File: src/include/cldi_cfg.svh
// Offsets, reset values and timing constants of the cold load and inrush detector
`ifndef CLDI_CFG_SVH
`define CLDI_CFG_SVH

// Register byte addresses
`define CLDI_A_CTRL      8'h00
`define CLDI_A_IDLE      8'h04
`define CLDI_A_PICKUP    8'h08
`define CLDI_A_HARM      8'h0c
`define CLDI_A_MAX_ACTIVE_TIME   8'h10
`define CLDI_A_ROUTE     8'h14
`define CLDI_A_SCALE     8'h18
`define CLDI_A_STATE     8'h1c
`define CLDI_A_MAXCUR    8'h20
`define CLDI_A_PRI_MAX   8'h24
`define CLDI_A_PRI_PICK  8'h28
`define CLDI_A_PRI_IDLE  8'h2c
`define CLDI_A_IRQ_STAT  8'h30
`define CLDI_A_IRQ_MASK  8'h34

// Reset values
`define CLDI_R_CTRL      1'b1
`define CLDI_R_IDLE      16'h0010
`define CLDI_R_PICKUP    16'h0100
`define CLDI_R_HARM      16'h000a
`define CLDI_R_MAX_ACTIVE_TIME   16'h03e8
`define CLDI_R_ROUTE     4'hf
`define CLDI_R_SCALE     16'h0100
`define CLDI_R_MASK      5'h00

// Field positions
`define CLDI_B_EN         0
`define CLDI_B_COLD_OUT   0
`define CLDI_B_COLD_BLK   1
`define CLDI_B_INR_OUT    2
`define CLDI_B_INR_BLK    3
`define CLDI_SCALE_SHIFT  8

// Timing: clock period, one millisecond, transition window
`define CLDI_CLK_NS      10
`define CLDI_MS_NS       1000000
`define CLDI_MS_CYC      ((`CLDI_MS_NS + `CLDI_CLK_NS - 1) / `CLDI_CLK_NS)
`define CLDI_TRANS_MS    80

`endif

File: src/include/cldi_pkg.sv
// Types shared by the cold load and inrush detector
package cldi_pkg;
  // Supervision sequence of the phase currents
  typedef enum logic [2:0] {
    CLDI_WAIT_IDLE,
    CLDI_ARMED,
    CLDI_TRANSIT,
    CLDI_ACTIVE,
    CLDI_TIMEOUT
  } cldi_state_t;

  typedef logic [7:0]  cldi_addr_t;
  typedef logic [31:0] cldi_word_t;
  typedef logic [4:0]  cldi_event_t;
endpackage

File: src/rtl/cldi_top.sv
// Cold load pick-up and magnetising inrush detector with register port and interrupt
// Notes on behaviour
// (RL1) Cold load detection when all phases idle, then one exceeds pick-up within 80 ms.
// (RL2) Detection lasts until maximum time expires or current drops below pick-up.
// (RL3) Inrush needs the same rise plus a phase harmonic ratio above threshold.
// (RL4) Zero harmonic threshold makes inrush detection equal to cold load detection.
// (RL5) Inrush blocking starts on the rise alone, before harmonic result exists.
// (RL6) After first full cycle keep inrush if ratio significant, else release.
// (RL7) Harmonic decision only from a complete cycle result; none before.
// (RL8) Cold load status shows start while active, trip after maximum time.
// (RL9) Inrush status shows start while detected, trip on maximum time.
// (RL10) Supervised value is max phase current, readable primary scaled with thresholds.
// (RL11) No detection unless current was first below idle threshold.
// (RL12) No detection when current lingers between thresholds beyond 80 ms.
// (RL13) Both detections routable to output matrix and blocking matrix.
// (RL14) After a detection, all phases must return below idle before the next.
//
// The placing of the registers and the strobed register port are this design's own decisions.
`include "cldi_cfg.svh"
`timescale 1ns/100ps
`default_nettype none

module cldi_top #(
  parameter int P_DW     = 16,
  parameter int P_RW     = 16,
  parameter int P_MS_CYC = `CLDI_MS_CYC
) (
  input  wire logic                 i_ref_clk,
  input  wire logic                 i_resetn,
  input  wire logic [P_DW-1:0]      i_cur_a,
  input  wire logic [P_DW-1:0]      i_cur_b,
  input  wire logic [P_DW-1:0]      i_cur_c,
  input  wire logic [P_RW-1:0]      i_ratio_a,
  input  wire logic [P_RW-1:0]      i_ratio_b,
  input  wire logic [P_RW-1:0]      i_ratio_c,
  input  wire logic                 i_cycle_done,
  input  wire cldi_pkg::cldi_addr_t i_addr,
  input  wire cldi_pkg::cldi_word_t i_wdata,
  input  wire logic                 i_wr,
  input  wire logic                 i_rd,
  output var  cldi_pkg::cldi_word_t o_rdata,
  output logic                      o_irq,
  output logic                      o_cold_outmx,
  output logic                      o_cold_blkmx,
  output logic                      o_inrush_outmx,
  output logic                      o_inrush_blkmx
);
  import cldi_pkg::*;

  localparam int MSW = $clog2(P_MS_CYC + 1);

  logic              rst_meta_r;
  logic              rst_n_r;
  cldi_state_t       state_r;
  cldi_state_t       state_nxt;
  logic [MSW-1:0]    ms_cnt_r;
  logic [6:0]        trans_cnt_r;
  logic [15:0]       act_cnt_r;
  logic              harm_pend_r;
  logic              harm_keep_r;
  logic              inr_at_to_r;
  logic              en_r;
  logic [P_DW-1:0]   idle_thr_r;
  logic [P_DW-1:0]   pick_thr_r;
  logic [P_RW-1:0]   harm_thr_r;
  logic [15:0]       max_time_r;
  logic [3:0]        route_r;
  logic [15:0]       scale_r;
  logic [P_DW-1:0]   max_cur_r;
  cldi_event_t       irq_stat_r;
  cldi_event_t       irq_stat_nxt;
  cldi_event_t       irq_mask_r;
  cldi_event_t       events;
  cldi_word_t        rd_mux;
  logic [P_DW-1:0]   max_ab;
  logic [P_DW-1:0]   max_cur;
  logic              all_idle;
  logic              above_pick;
  logic              ms_tick;
  logic              trans_exp;
  logic              act_exp;
  logic              harm_hit;
  logic              enter_act;
  logic              cold_det;
  logic              inr_det;
  logic              cold_trip;
  logic              inr_trip;
  logic              inr_release;
  logic              wr_ctrl;
  logic              rd_stat;

  // Reset release through two flip-flops
  always_ff @(posedge i_ref_clk or negedge i_resetn) begin
    if (!i_resetn) begin
      rst_meta_r <= 1'b0;
      rst_n_r    <= 1'b0;
    end else begin
      rst_meta_r <= 1'b1;
      rst_n_r    <= rst_meta_r;
    end
  end

  // (RL10) Supervised value is the largest phase current
  assign max_ab     = (i_cur_a > i_cur_b) ? i_cur_a : i_cur_b;
  assign max_cur    = (max_ab > i_cur_c) ? max_ab : i_cur_c;
  assign all_idle   = (max_cur < idle_thr_r);
  assign above_pick = (max_cur > pick_thr_r);

  // (RL4) Zero threshold hits
  // (RL3) Any phase ratio above threshold; zero threshold always hits
  assign harm_hit = (harm_thr_r == '0) || (i_ratio_a > harm_thr_r) ||
                    (i_ratio_b > harm_thr_r) || (i_ratio_c > harm_thr_r);

  // Millisecond timing
  assign ms_tick   = (ms_cnt_r == MSW'(P_MS_CYC - 1));
  assign trans_exp = (trans_cnt_r >= 7'(`CLDI_TRANS_MS));
  assign act_exp   = (act_cnt_r >= max_time_r);

  // Sequencer next state
  always_comb begin
    state_nxt = state_r;
    case (state_r)
      // (RL11) Arm only once every phase is idle
      CLDI_WAIT_IDLE: begin
        if (all_idle) state_nxt = CLDI_ARMED;
      end
      // (RL1) Direct rise to pick-up
      CLDI_ARMED: begin
        if (above_pick) state_nxt = CLDI_ACTIVE;
        else if (!all_idle) state_nxt = CLDI_TRANSIT;
      end
      // (RL12) Lingering too long locks out
      CLDI_TRANSIT: begin
        if (above_pick) state_nxt = CLDI_ACTIVE;
        else if (all_idle) state_nxt = CLDI_ARMED;
        else if (trans_exp) state_nxt = CLDI_WAIT_IDLE;
      end
      // (RL2) End on drop below pick-up or timeout
      CLDI_ACTIVE: begin
        if (!above_pick) state_nxt = CLDI_WAIT_IDLE;
        else if (act_exp) state_nxt = CLDI_TIMEOUT;
      end
      // (RL14) Re-arm needs a new idle period
      CLDI_TIMEOUT: begin
        if (!above_pick) state_nxt = CLDI_WAIT_IDLE;
      end
      default: state_nxt = CLDI_WAIT_IDLE;
    endcase
    if (!en_r) state_nxt = CLDI_WAIT_IDLE;
  end

  // (RL8) (RL9) Start and trip states
  assign enter_act   = (state_nxt == CLDI_ACTIVE) && (state_r != CLDI_ACTIVE);
  assign cold_det    = (state_r == CLDI_ACTIVE);
  assign inr_det     = cold_det && (harm_pend_r || harm_keep_r);
  assign cold_trip   = (state_r == CLDI_TIMEOUT);
  assign inr_trip    = cold_trip && inr_at_to_r;
  assign inr_release = cold_det && harm_pend_r && i_cycle_done && !harm_hit;

  // State register and millisecond prescaler restarted on every state change
  always_ff @(posedge i_ref_clk or negedge rst_n_r) begin
    if (!rst_n_r) begin
      state_r  <= CLDI_WAIT_IDLE;
      ms_cnt_r <= '0;
    end else begin
      state_r  <= state_nxt;
      ms_cnt_r <= (ms_tick || (state_nxt != state_r)) ? '0 : MSW'(ms_cnt_r + 1'b1);
    end
  end

  // (RL12) Transition window count in milliseconds
  always_ff @(posedge i_ref_clk or negedge rst_n_r) begin
    if (!rst_n_r) trans_cnt_r <= '0;
    else if (state_r != CLDI_TRANSIT) trans_cnt_r <= '0;
    else if (ms_tick && !trans_exp) trans_cnt_r <= 7'(trans_cnt_r + 1'b1);
  end

  // (RL2) Active time count in milliseconds
  always_ff @(posedge i_ref_clk or negedge rst_n_r) begin
    if (!rst_n_r) act_cnt_r <= '0;
    else if (state_r != CLDI_ACTIVE) act_cnt_r <= '0;
    else if (ms_tick && !act_exp) act_cnt_r <= 16'(act_cnt_r + 1'b1);
  end

  // (RL5) Rise alone starts inrush; (RL7) decision waits for a full cycle
  always_ff @(posedge i_ref_clk or negedge rst_n_r) begin
    if (!rst_n_r) begin
      harm_pend_r <= 1'b0;
      harm_keep_r <= 1'b0;
    end else if (enter_act) begin
      harm_pend_r <= 1'b1;
      harm_keep_r <= 1'b0;
    end else if (cold_det && i_cycle_done) begin
      // (RL6) Keep or release after the cycle
      harm_pend_r <= 1'b0;
      harm_keep_r <= harm_hit;
    end
  end

  // (RL9) Remember whether inrush was live at timeout
  always_ff @(posedge i_ref_clk or negedge rst_n_r) begin
    if (!rst_n_r) inr_at_to_r <= 1'b0;
    else if (cold_det && (state_nxt == CLDI_TIMEOUT)) inr_at_to_r <= inr_det;
    else if (!cold_trip) inr_at_to_r <= 1'b0;
  end

  // Register decode
  assign wr_ctrl = i_wr && (i_addr == `CLDI_A_CTRL);
  assign rd_stat = i_rd && (i_addr == `CLDI_A_IRQ_STAT);

  // Setting registers written by software
  always_ff @(posedge i_ref_clk or negedge rst_n_r) begin
    if (!rst_n_r) begin
      en_r       <= `CLDI_R_CTRL;
      idle_thr_r <= P_DW'(`CLDI_R_IDLE);
      pick_thr_r <= P_DW'(`CLDI_R_PICKUP);
      harm_thr_r <= P_RW'(`CLDI_R_HARM);
      max_time_r <= `CLDI_R_MAX_ACTIVE_TIME;
      route_r    <= `CLDI_R_ROUTE;
      scale_r    <= `CLDI_R_SCALE;
      irq_mask_r <= `CLDI_R_MASK;
    end else if (i_wr) begin
      if (wr_ctrl) en_r <= i_wdata[`CLDI_B_EN];
      if (i_addr == `CLDI_A_IDLE) idle_thr_r <= i_wdata[P_DW-1:0];
      if (i_addr == `CLDI_A_PICKUP) pick_thr_r <= i_wdata[P_DW-1:0];
      if (i_addr == `CLDI_A_HARM) harm_thr_r <= i_wdata[P_RW-1:0];
      if (i_addr == `CLDI_A_MAX_ACTIVE_TIME) max_time_r <= i_wdata[15:0];
      if (i_addr == `CLDI_A_ROUTE) route_r <= i_wdata[3:0];
      if (i_addr == `CLDI_A_SCALE) scale_r <= i_wdata[15:0];
      if (i_addr == `CLDI_A_IRQ_MASK) irq_mask_r <= i_wdata[4:0];
    end
  end

  // Events: cold start, cold trip, inrush start, inrush trip, inrush release
  assign events = {inr_release,
                   cold_det && (state_nxt == CLDI_TIMEOUT) && inr_det,
                   enter_act,
                   cold_det && (state_nxt == CLDI_TIMEOUT),
                   enter_act};

  // Sticky status, cleared by reading it; a new event wins over the clear
  assign irq_stat_nxt = (irq_stat_r & ~{5{rd_stat}}) | events;

  // (RL10) Read mux with primary scaled values; unmapped reads as zero
  always_comb begin
    case (i_addr)
      `CLDI_A_CTRL:     rd_mux = 32'(en_r);
      `CLDI_A_IDLE:     rd_mux = 32'(idle_thr_r);
      `CLDI_A_PICKUP:   rd_mux = 32'(pick_thr_r);
      `CLDI_A_HARM:     rd_mux = 32'(harm_thr_r);
      `CLDI_A_MAX_ACTIVE_TIME:  rd_mux = 32'(max_time_r);
      `CLDI_A_ROUTE:    rd_mux = 32'(route_r);
      `CLDI_A_SCALE:    rd_mux = 32'(scale_r);
      `CLDI_A_STATE:    rd_mux = 32'({inr_trip, inr_det, cold_trip, cold_det});
      `CLDI_A_MAXCUR:   rd_mux = 32'(max_cur_r);
      `CLDI_A_PRI_MAX:  rd_mux = (32'(max_cur_r) * 32'(scale_r)) >> `CLDI_SCALE_SHIFT;
      `CLDI_A_PRI_PICK: rd_mux = (32'(pick_thr_r) * 32'(scale_r)) >> `CLDI_SCALE_SHIFT;
      `CLDI_A_PRI_IDLE: rd_mux = (32'(idle_thr_r) * 32'(scale_r)) >> `CLDI_SCALE_SHIFT;
      `CLDI_A_IRQ_STAT: rd_mux = 32'(irq_stat_r);
      `CLDI_A_IRQ_MASK: rd_mux = 32'(irq_mask_r);
      default:          rd_mux = '0;
    endcase
  end

  // Read data, interrupt and status registers
  always_ff @(posedge i_ref_clk or negedge rst_n_r) begin
    if (!rst_n_r) begin
      o_rdata    <= '0;
      irq_stat_r <= '0;
      o_irq      <= 1'b0;
      max_cur_r  <= '0;
    end else begin
      o_rdata    <= i_rd ? rd_mux : '0;
      irq_stat_r <= irq_stat_nxt;
      o_irq      <= |(irq_stat_nxt & irq_mask_r);
      max_cur_r  <= max_cur;
    end
  end

  // (RL13) Routing to output matrix and blocking matrix
  always_ff @(posedge i_ref_clk or negedge rst_n_r) begin
    if (!rst_n_r) begin
      o_cold_outmx   <= 1'b0;
      o_cold_blkmx   <= 1'b0;
      o_inrush_outmx <= 1'b0;
      o_inrush_blkmx <= 1'b0;
    end else begin
      o_cold_outmx   <= cold_det && route_r[`CLDI_B_COLD_OUT];
      o_cold_blkmx   <= cold_det && route_r[`CLDI_B_COLD_BLK];
      o_inrush_outmx <= inr_det && route_r[`CLDI_B_INR_OUT];
      o_inrush_blkmx <= inr_det && route_r[`CLDI_B_INR_BLK];
    end
  end

  // Checks on the sequencer and harmonic decision
  property p_rise_detect;
    @(posedge i_ref_clk) disable iff (!rst_n_r)
    (state_r == CLDI_ARMED) && above_pick && en_r |=> (state_r == CLDI_ACTIVE) ##1 o_cold_blkmx == route_r[1];
  endproperty
  a_rise_detect: assert property (p_rise_detect) // RL1
    else $error("rise from idle did not start detection");

  property p_drop_end;
    @(posedge i_ref_clk) disable iff (!rst_n_r)
    cold_det && !above_pick |=> (state_r == CLDI_WAIT_IDLE) && !inr_det;
  endproperty
  a_drop_end: assert property (p_drop_end) // RL2
    else $error("detection did not end below pick-up");

  property p_linger;
    @(posedge i_ref_clk) disable iff (!rst_n_r)
    (state_r == CLDI_TRANSIT) && trans_exp && !above_pick && !all_idle |=> (state_r == CLDI_WAIT_IDLE);
  endproperty
  a_linger: assert property (p_linger) // RL12
    else $error("lingering current was not locked out");

  property p_early_block;
    @(posedge i_ref_clk) disable iff (!rst_n_r)
    $rose(cold_det) |-> inr_det && harm_pend_r;
  endproperty
  a_early_block: assert property (p_early_block) // RL5
    else $error("inrush not asserted at rise");

  property p_wait_cycle;
    @(posedge i_ref_clk) disable iff (!rst_n_r)
    harm_pend_r && cold_det && !i_cycle_done |=> harm_pend_r || !cold_det;
  endproperty
  a_wait_cycle: assert property (p_wait_cycle) // RL7
    else $error("harmonic decision taken before full cycle");

  property p_decide;
    @(posedge i_ref_clk) disable iff (!rst_n_r)
    cold_det && i_cycle_done |=> !harm_pend_r && (harm_keep_r == $past(harm_hit));
  endproperty
  a_decide: assert property (p_decide) // RL6
    else $error("harmonic keep or release wrong");

  property p_zero_thr;
    @(posedge i_ref_clk) disable iff (!rst_n_r)
    (harm_thr_r == '0) && cold_det && i_cycle_done && $stable(harm_thr_r) |=> harm_keep_r;
  endproperty
  a_zero_thr: assert property (p_zero_thr) // RL4
    else $error("zero threshold released inrush");

  property p_timeout;
    @(posedge i_ref_clk) disable iff (!rst_n_r)
    cold_det && act_exp && above_pick && en_r |=> cold_trip && !cold_det;
  endproperty
  a_timeout: assert property (p_timeout) // RL8
    else $error("maximum time did not give trip state");

  property p_need_idle;
    @(posedge i_ref_clk) disable iff (!rst_n_r)
    (state_r == CLDI_WAIT_IDLE) && !all_idle |=> !cold_det [*2];
  endproperty
  a_need_idle: assert property (p_need_idle) // RL11
    else $error("detection without prior idle");

  property p_no_harm;
    @(posedge i_ref_clk) disable iff (!rst_n_r)
    cold_det && i_cycle_done && !harm_hit |=> !inr_det;
  endproperty
  a_no_harm: assert property (p_no_harm) // RL3
    else $error("inrush kept without harmonic content");

endmodule // cldi_top

`default_nettype wire

File: config.mk
export PLATFORM = sky130hd
export DESIGN_NAME = cldi_top
export DESIGN_NICKNAME = d
export VERILOG_FILES = /design/src/include/cldi_pkg.sv /design/src/rtl/cldi_top.sv
export VERILOG_INCLUDE_DIRS = /design/src /design/src/include
export SDC_FILE = /design/constraint.sdc
export NUM_CORES = 2
export LEC_CHECK = 0
export ABC_CLOCK_PERIOD_IN_PS = 17600
export BUFFER_PORTS_ARGS = -buffer_cell sky130_fd_sc_hd__buf_2
export CAP_MARGIN = 20
export CELL_PAD_IN_SITES_DETAIL_PLACEMENT = 1
export CELL_PAD_IN_SITES_GLOBAL_PLACEMENT = 1
export CORE_MARGIN = 4
export CORE_UTILIZATION = 54
export CTS_BUF_LIST = sky130_fd_sc_hd__clkbuf_8 sky130_fd_sc_hd__clkbuf_16
export DETAILED_ROUTE_END_ITERATION = 6
export GPL_TIMING_DRIVEN = 0
export PLACE_DENSITY = 0.95
export RECOVER_POWER = 50
export SLEW_MARGIN = 15
export SYNTH_ARGS = -nofsm -noshare
export SYNTH_HDL_FRONTEND = slang
export SYNTH_SLANG_ARGS = --single-unit
export TNS_END_PERCENT = 30
File: constraint.sdc
create_clock -name i_ref_clk -period 17.6 [get_ports i_ref_clk]
set_clock_uncertainty 0.15 [all_clocks]
set_input_delay 5.28 -clock i_ref_clk [delete_from_list [all_inputs] [get_ports i_ref_clk]]
set_output_delay 5.28 -clock i_ref_clk [all_outputs]
set_load 0.02 [all_outputs]
==> results.md <==
- The flow ran to the end, but the final reports show violations.
- The final reports fail on DRC, capacitance limit, slew limit.
- The average cell area after synthesis is 8.98 um2.
- The standard cell with the maximum stage delay on the critical path is sky130_fd_sc_hd__o31ai_1.
- The number of buffers on the longest clock path is 2.
- The post-route netlist has 8.73% of its cells at a drive strength greater than 1.
- The static leakage power is 19.0 nW.
- In this run the vertical extent of the chip is 268 um.
- The average wire per standard cell is 30.1 um.
- Once the clock tree was built, the setup fixing pass inserted 0 buffers.
- The via count of the first global-routing pass is 38,462.
- In this run the worst hold path is classified as register to register.
- After detailed routing, the total wire length is 155 mm.
- The delay contributed by the slowest stage of the critical path is 1.01 ns.
- The die outline width is 268 um.
- The number of flip-flops and latches in the synthesized netlist is 188.
- Power spread over the standard cell area amounts to 44.7 nW/um2.
- The overall power of the completed layout is 1.75 mW.
- The async set-reset flop share out of synthesis is 100%.
- The floorplan step defined a die boundary enclosing 71,700 um2.
- The total half-perimeter wirelength after legalization and detailed placement is 121 mm.
- The final count of negative-setup-slack endpoints is 0.
- The area growth from synthesis to layout is 7.42%.
- The post-route antenna net violation count is 0.
- Global routing used 16.3% of the available met3 tracks.
- The first detailed-routing pass ran for 7 iterations.
- For this run, global-route usage on met2 was measured as 68.0%.
- Clock tree synthesis inserted a total of 17 buffers.
- The first global-routing pass estimated 230 mm of wire.
- The clock period could shrink to 12.94 ns.
- The global-route met1 utilization is 46.2%.
- The starting utilization of the core area is 54.9%.
- For the pin with the worst max-slew slack, the measured transition is 3.03 ns.
- The number of antenna violations at the first check in global routing is 22.
- The kind of end point of the critical path is a register.
- The clock drives 188 sinks.
- The netlist uses 90 different library cells.
- The source-to-sink clock delay at the later pin of the worst-skew pair is 0.48 ns.
- The cell row count is 94.
- At the placement stage, the worst setup path has a slack of 4.51 ns.
- The kind of cell adding the most delay to the critical path is compound AO/OA/AOI/OAI gates.
- The total stage count of the critical path is 28.
- The prevailing post-synth register cell is sky130_fd_sc_hd__dfrtp_1.
- VDD sags by at most 0.0725 mV.
- The number of buffers inserted by port buffering is 152.
- The number of cells produced by synthesis is 4,060.
- In this run the count of I/O pins placed on the die edge is 178.
- The combined buffer and inverter count along the critical path is 5.
- The largest net degree at the start of global routing is 56.
- STA puts the critical path data arrival time at 13.22 ns.
- The post-synthesis instance area is 36,400 um2.
- The final number of hold-violating endpoints was 0.
- STA puts the critical path data required time at 17.87 ns.
- The kind of critical path is primary input to register.
- Across all hold checks on the routed design, the worst slack comes to 0.213 ns.
- Setup slack closes at 4.66 ns.
- Dividing the final minimum period by the clock period gives 73.5%.
- The worst reg2reg path startpoint is scale_r[9].
- The beginning of the worst hold path is rst_meta_r.
- The worst setup path endpoint is ms_cnt_r[10].
- The tree is rooted in a sky130_fd_sc_hd__clkbuf_16.
- Setup repair after global routing left no endpoint under its margin.
- The number of buffers inserted by hold repair at cts is 0.
- The number of H-tree levels is 4.
- Counting cells, the worst reg-to-reg path comes to 23.
- The Yosys step of the flow raised 0 warnings.
- For this run, the total global-route usage over all layers was measured as 43.4%.
- The remaining global-route overflow is 0.
- The top cell type by total area after synthesis is sky130_fd_sc_hd__fa_1.
- The number of enable flip-flop cells after synthesis is 0.
- The number of vias per cell is 6.50.
- The total number of vias is 33,423.
- The net count reported at finish is 5,403.
- The clock edge transition at the registers on the reported setup and hold paths is 0.10 ns.
- The max-cap violation count is 4.
- At the end of routability-driven placement, the weighted congestion stood at 1.04.
- Of all nets on the critical path, the largest fanout is 10.
- The library cell used most frequently in the layout, excluding fill and tap cells, is sky130_fd_sc_hd__inv_1.
- In this run the critical register-to-register path is captured at o_rdata[13].
- In the routed design, unresolved DRC markers number 52.
- Headroom to the max-slew limit came out at -102%.
- In the layout the commonest cells are 800 x sky130_fd_sc_hd__inv_1, 605 x sky130_fd_sc_hd__nand2_1, 579 x sky130_fd_sc_hd__fa_1.
- In this run the biggest area consumer among cell types represents 31.8% of the synthesized area.
- In this run the most used layer during global routing was met2.
- The sequential share of the synthesized area is 13.0%.
- STA classifies the critical path startpoint as a primary input.
- The CTS tree is done.
- The number of gates given a new drive strength after cts is 0.
- The final-report max-slew violation count is 193.
- Counting the fill cells in the layout gives 7,835.
- In this run the worst setup path begins at i_cur_b[5].
- In the post-synthesis netlist, the biggest area contributors are sky130_fd_sc_hd__fa_1 32%, sky130_fd_sc_hd__ha_1 15%, sky130_fd_sc_hd__dfrtp_1 12%.
- Derived from the worst setup path, the maximum achievable clock frequency is 77.3 MHz.
- In this run the standard cell core region covers 66,300 um2.
- For flop-to-flop paths, the worst setup slack is 8.51 ns.
- The final setup TNS is 0 ns.
- After the first detailed-routing iteration, the DRC count stood at 3,840.
-- metal layers --
metal / up-vias / wire length [um] / share of wire, %
met5: - / 100 / 0.065
met4: 16 / 16500 / 11
met3: 1123 / 18700 / 12
met2: 2490 / 69000 / 45
met1: 16658 / 50600 / 33
li1: 13136 / - / -
-- how the worst min path moves through the flow --
stage	end	slack, ns	cells past startpoint
floorplan	rst_n_r	0.18	0
finish	rst_n_r	0.21	0
CTS	rst_n_r	0.22	0
global route	rst_n_r	0.22	0
detailed placement	rst_n_r	0.19	0
global placement	rst_n_r	0.19	0
-- kinds of logic (layout without fill, tap and decap cells) --
group / count (synthesis) / after routing / synth area share [%]
AO/OA/AOI/OAI: 407 / 407 / 7.92
XOR/XNOR: 99 / 99 / 2.38
adder cells (fa/ha/maj): 1013 / 1013 / 46.7
buffers and inverters: 1010 / 1205 / 10.5
flip-flops: 188 / 188 / 13.0
multiplexers: 112 / 112 / 3.44
other: 2 / 23 / 0.0206
AND/OR/NAND/NOR: 1229 / 1229 / 16.0
-- state kept, by name, indices dropped and copies added, names as in the netlist, 3 cells and up --
signal and cells:
o_rdata 24, idle_thr_r 16, act_cnt_r 16, irq_stat_r 5
irq_mask_r 5, ms_cnt_r 17, trans_cnt_r 7, max_cur_r 16
scale_r 16, pick_thr_r 16, harm_thr_r 16, route_r 4
max_time_r 16, state_r 3
-- stage by stage --
stage | util (%) | cell area (um2) | std cells
after global placement | 57.8 | 38300 | 5083
after floorplan | - | 36500 | 4067
after detailed placement | 57.9 | 38400 | 5087
after CTS | 58.9 | 39100 | 5119
final | 59.0 | 39100 | 5140
after global routing | 59.0 | 39100 | 5131
-- cell usage after synthesis (17+ instances only) --
cell,count
sky130_fd_sc_hd__nor2b_1,17
sky130_fd_sc_hd__o21a_1,20
sky130_fd_sc_hd__nor3_1,28
sky130_fd_sc_hd__ha_1,434
sky130_fd_sc_hd__and2_1,259
sky130_fd_sc_hd__xnor2_1,52
sky130_fd_sc_hd__a21o_1,30
sky130_fd_sc_hd__nand2_1,605
sky130_fd_sc_hd__nand3_1,51
sky130_fd_sc_hd__clkbuf_1,194
sky130_fd_sc_hd__a222oi_1,24
sky130_fd_sc_hd__o21ai_0,63
sky130_fd_sc_hd__dfrtp_1,172
sky130_fd_sc_hd__a221oi_1,17
sky130_fd_sc_hd__nand4_1,42
sky130_fd_sc_hd__mux2_2,106
sky130_fd_sc_hd__fa_1,579
sky130_fd_sc_hd__nor2_1,129
sky130_fd_sc_hd__xor2_1,47
sky130_fd_sc_hd__a21oi_1,108
sky130_fd_sc_hd__inv_1,800
-- power by group --
part	switching (mW)	total (mW)	internal (mW)
registers	0.0677	0.526	0.459
clock network	0.252	0.456	0.204
logic	0.524	0.768	0.244
total	0.844	1.75	0.906
-- final cells by class --
cell class / instances / area (um2) / share of cell area, %
diodes: 14 / 35.0 / 0.0895
plain buffers: 210 / 833 / 2.13
clock buffers: 17 / 425 / 1.09
clock inverters: 15 / 235 / 0.601
inverters: 800 / 3000 / 7.67
multi-input cells: 2869 / 27900 / 71.3
flip-flops and latches: 188 / 4720 / 12.1
well taps: 864 / 1080 / 2.76
repair buffers: 163 / 883 / 2.26
(Power assumes the default switching activity.)
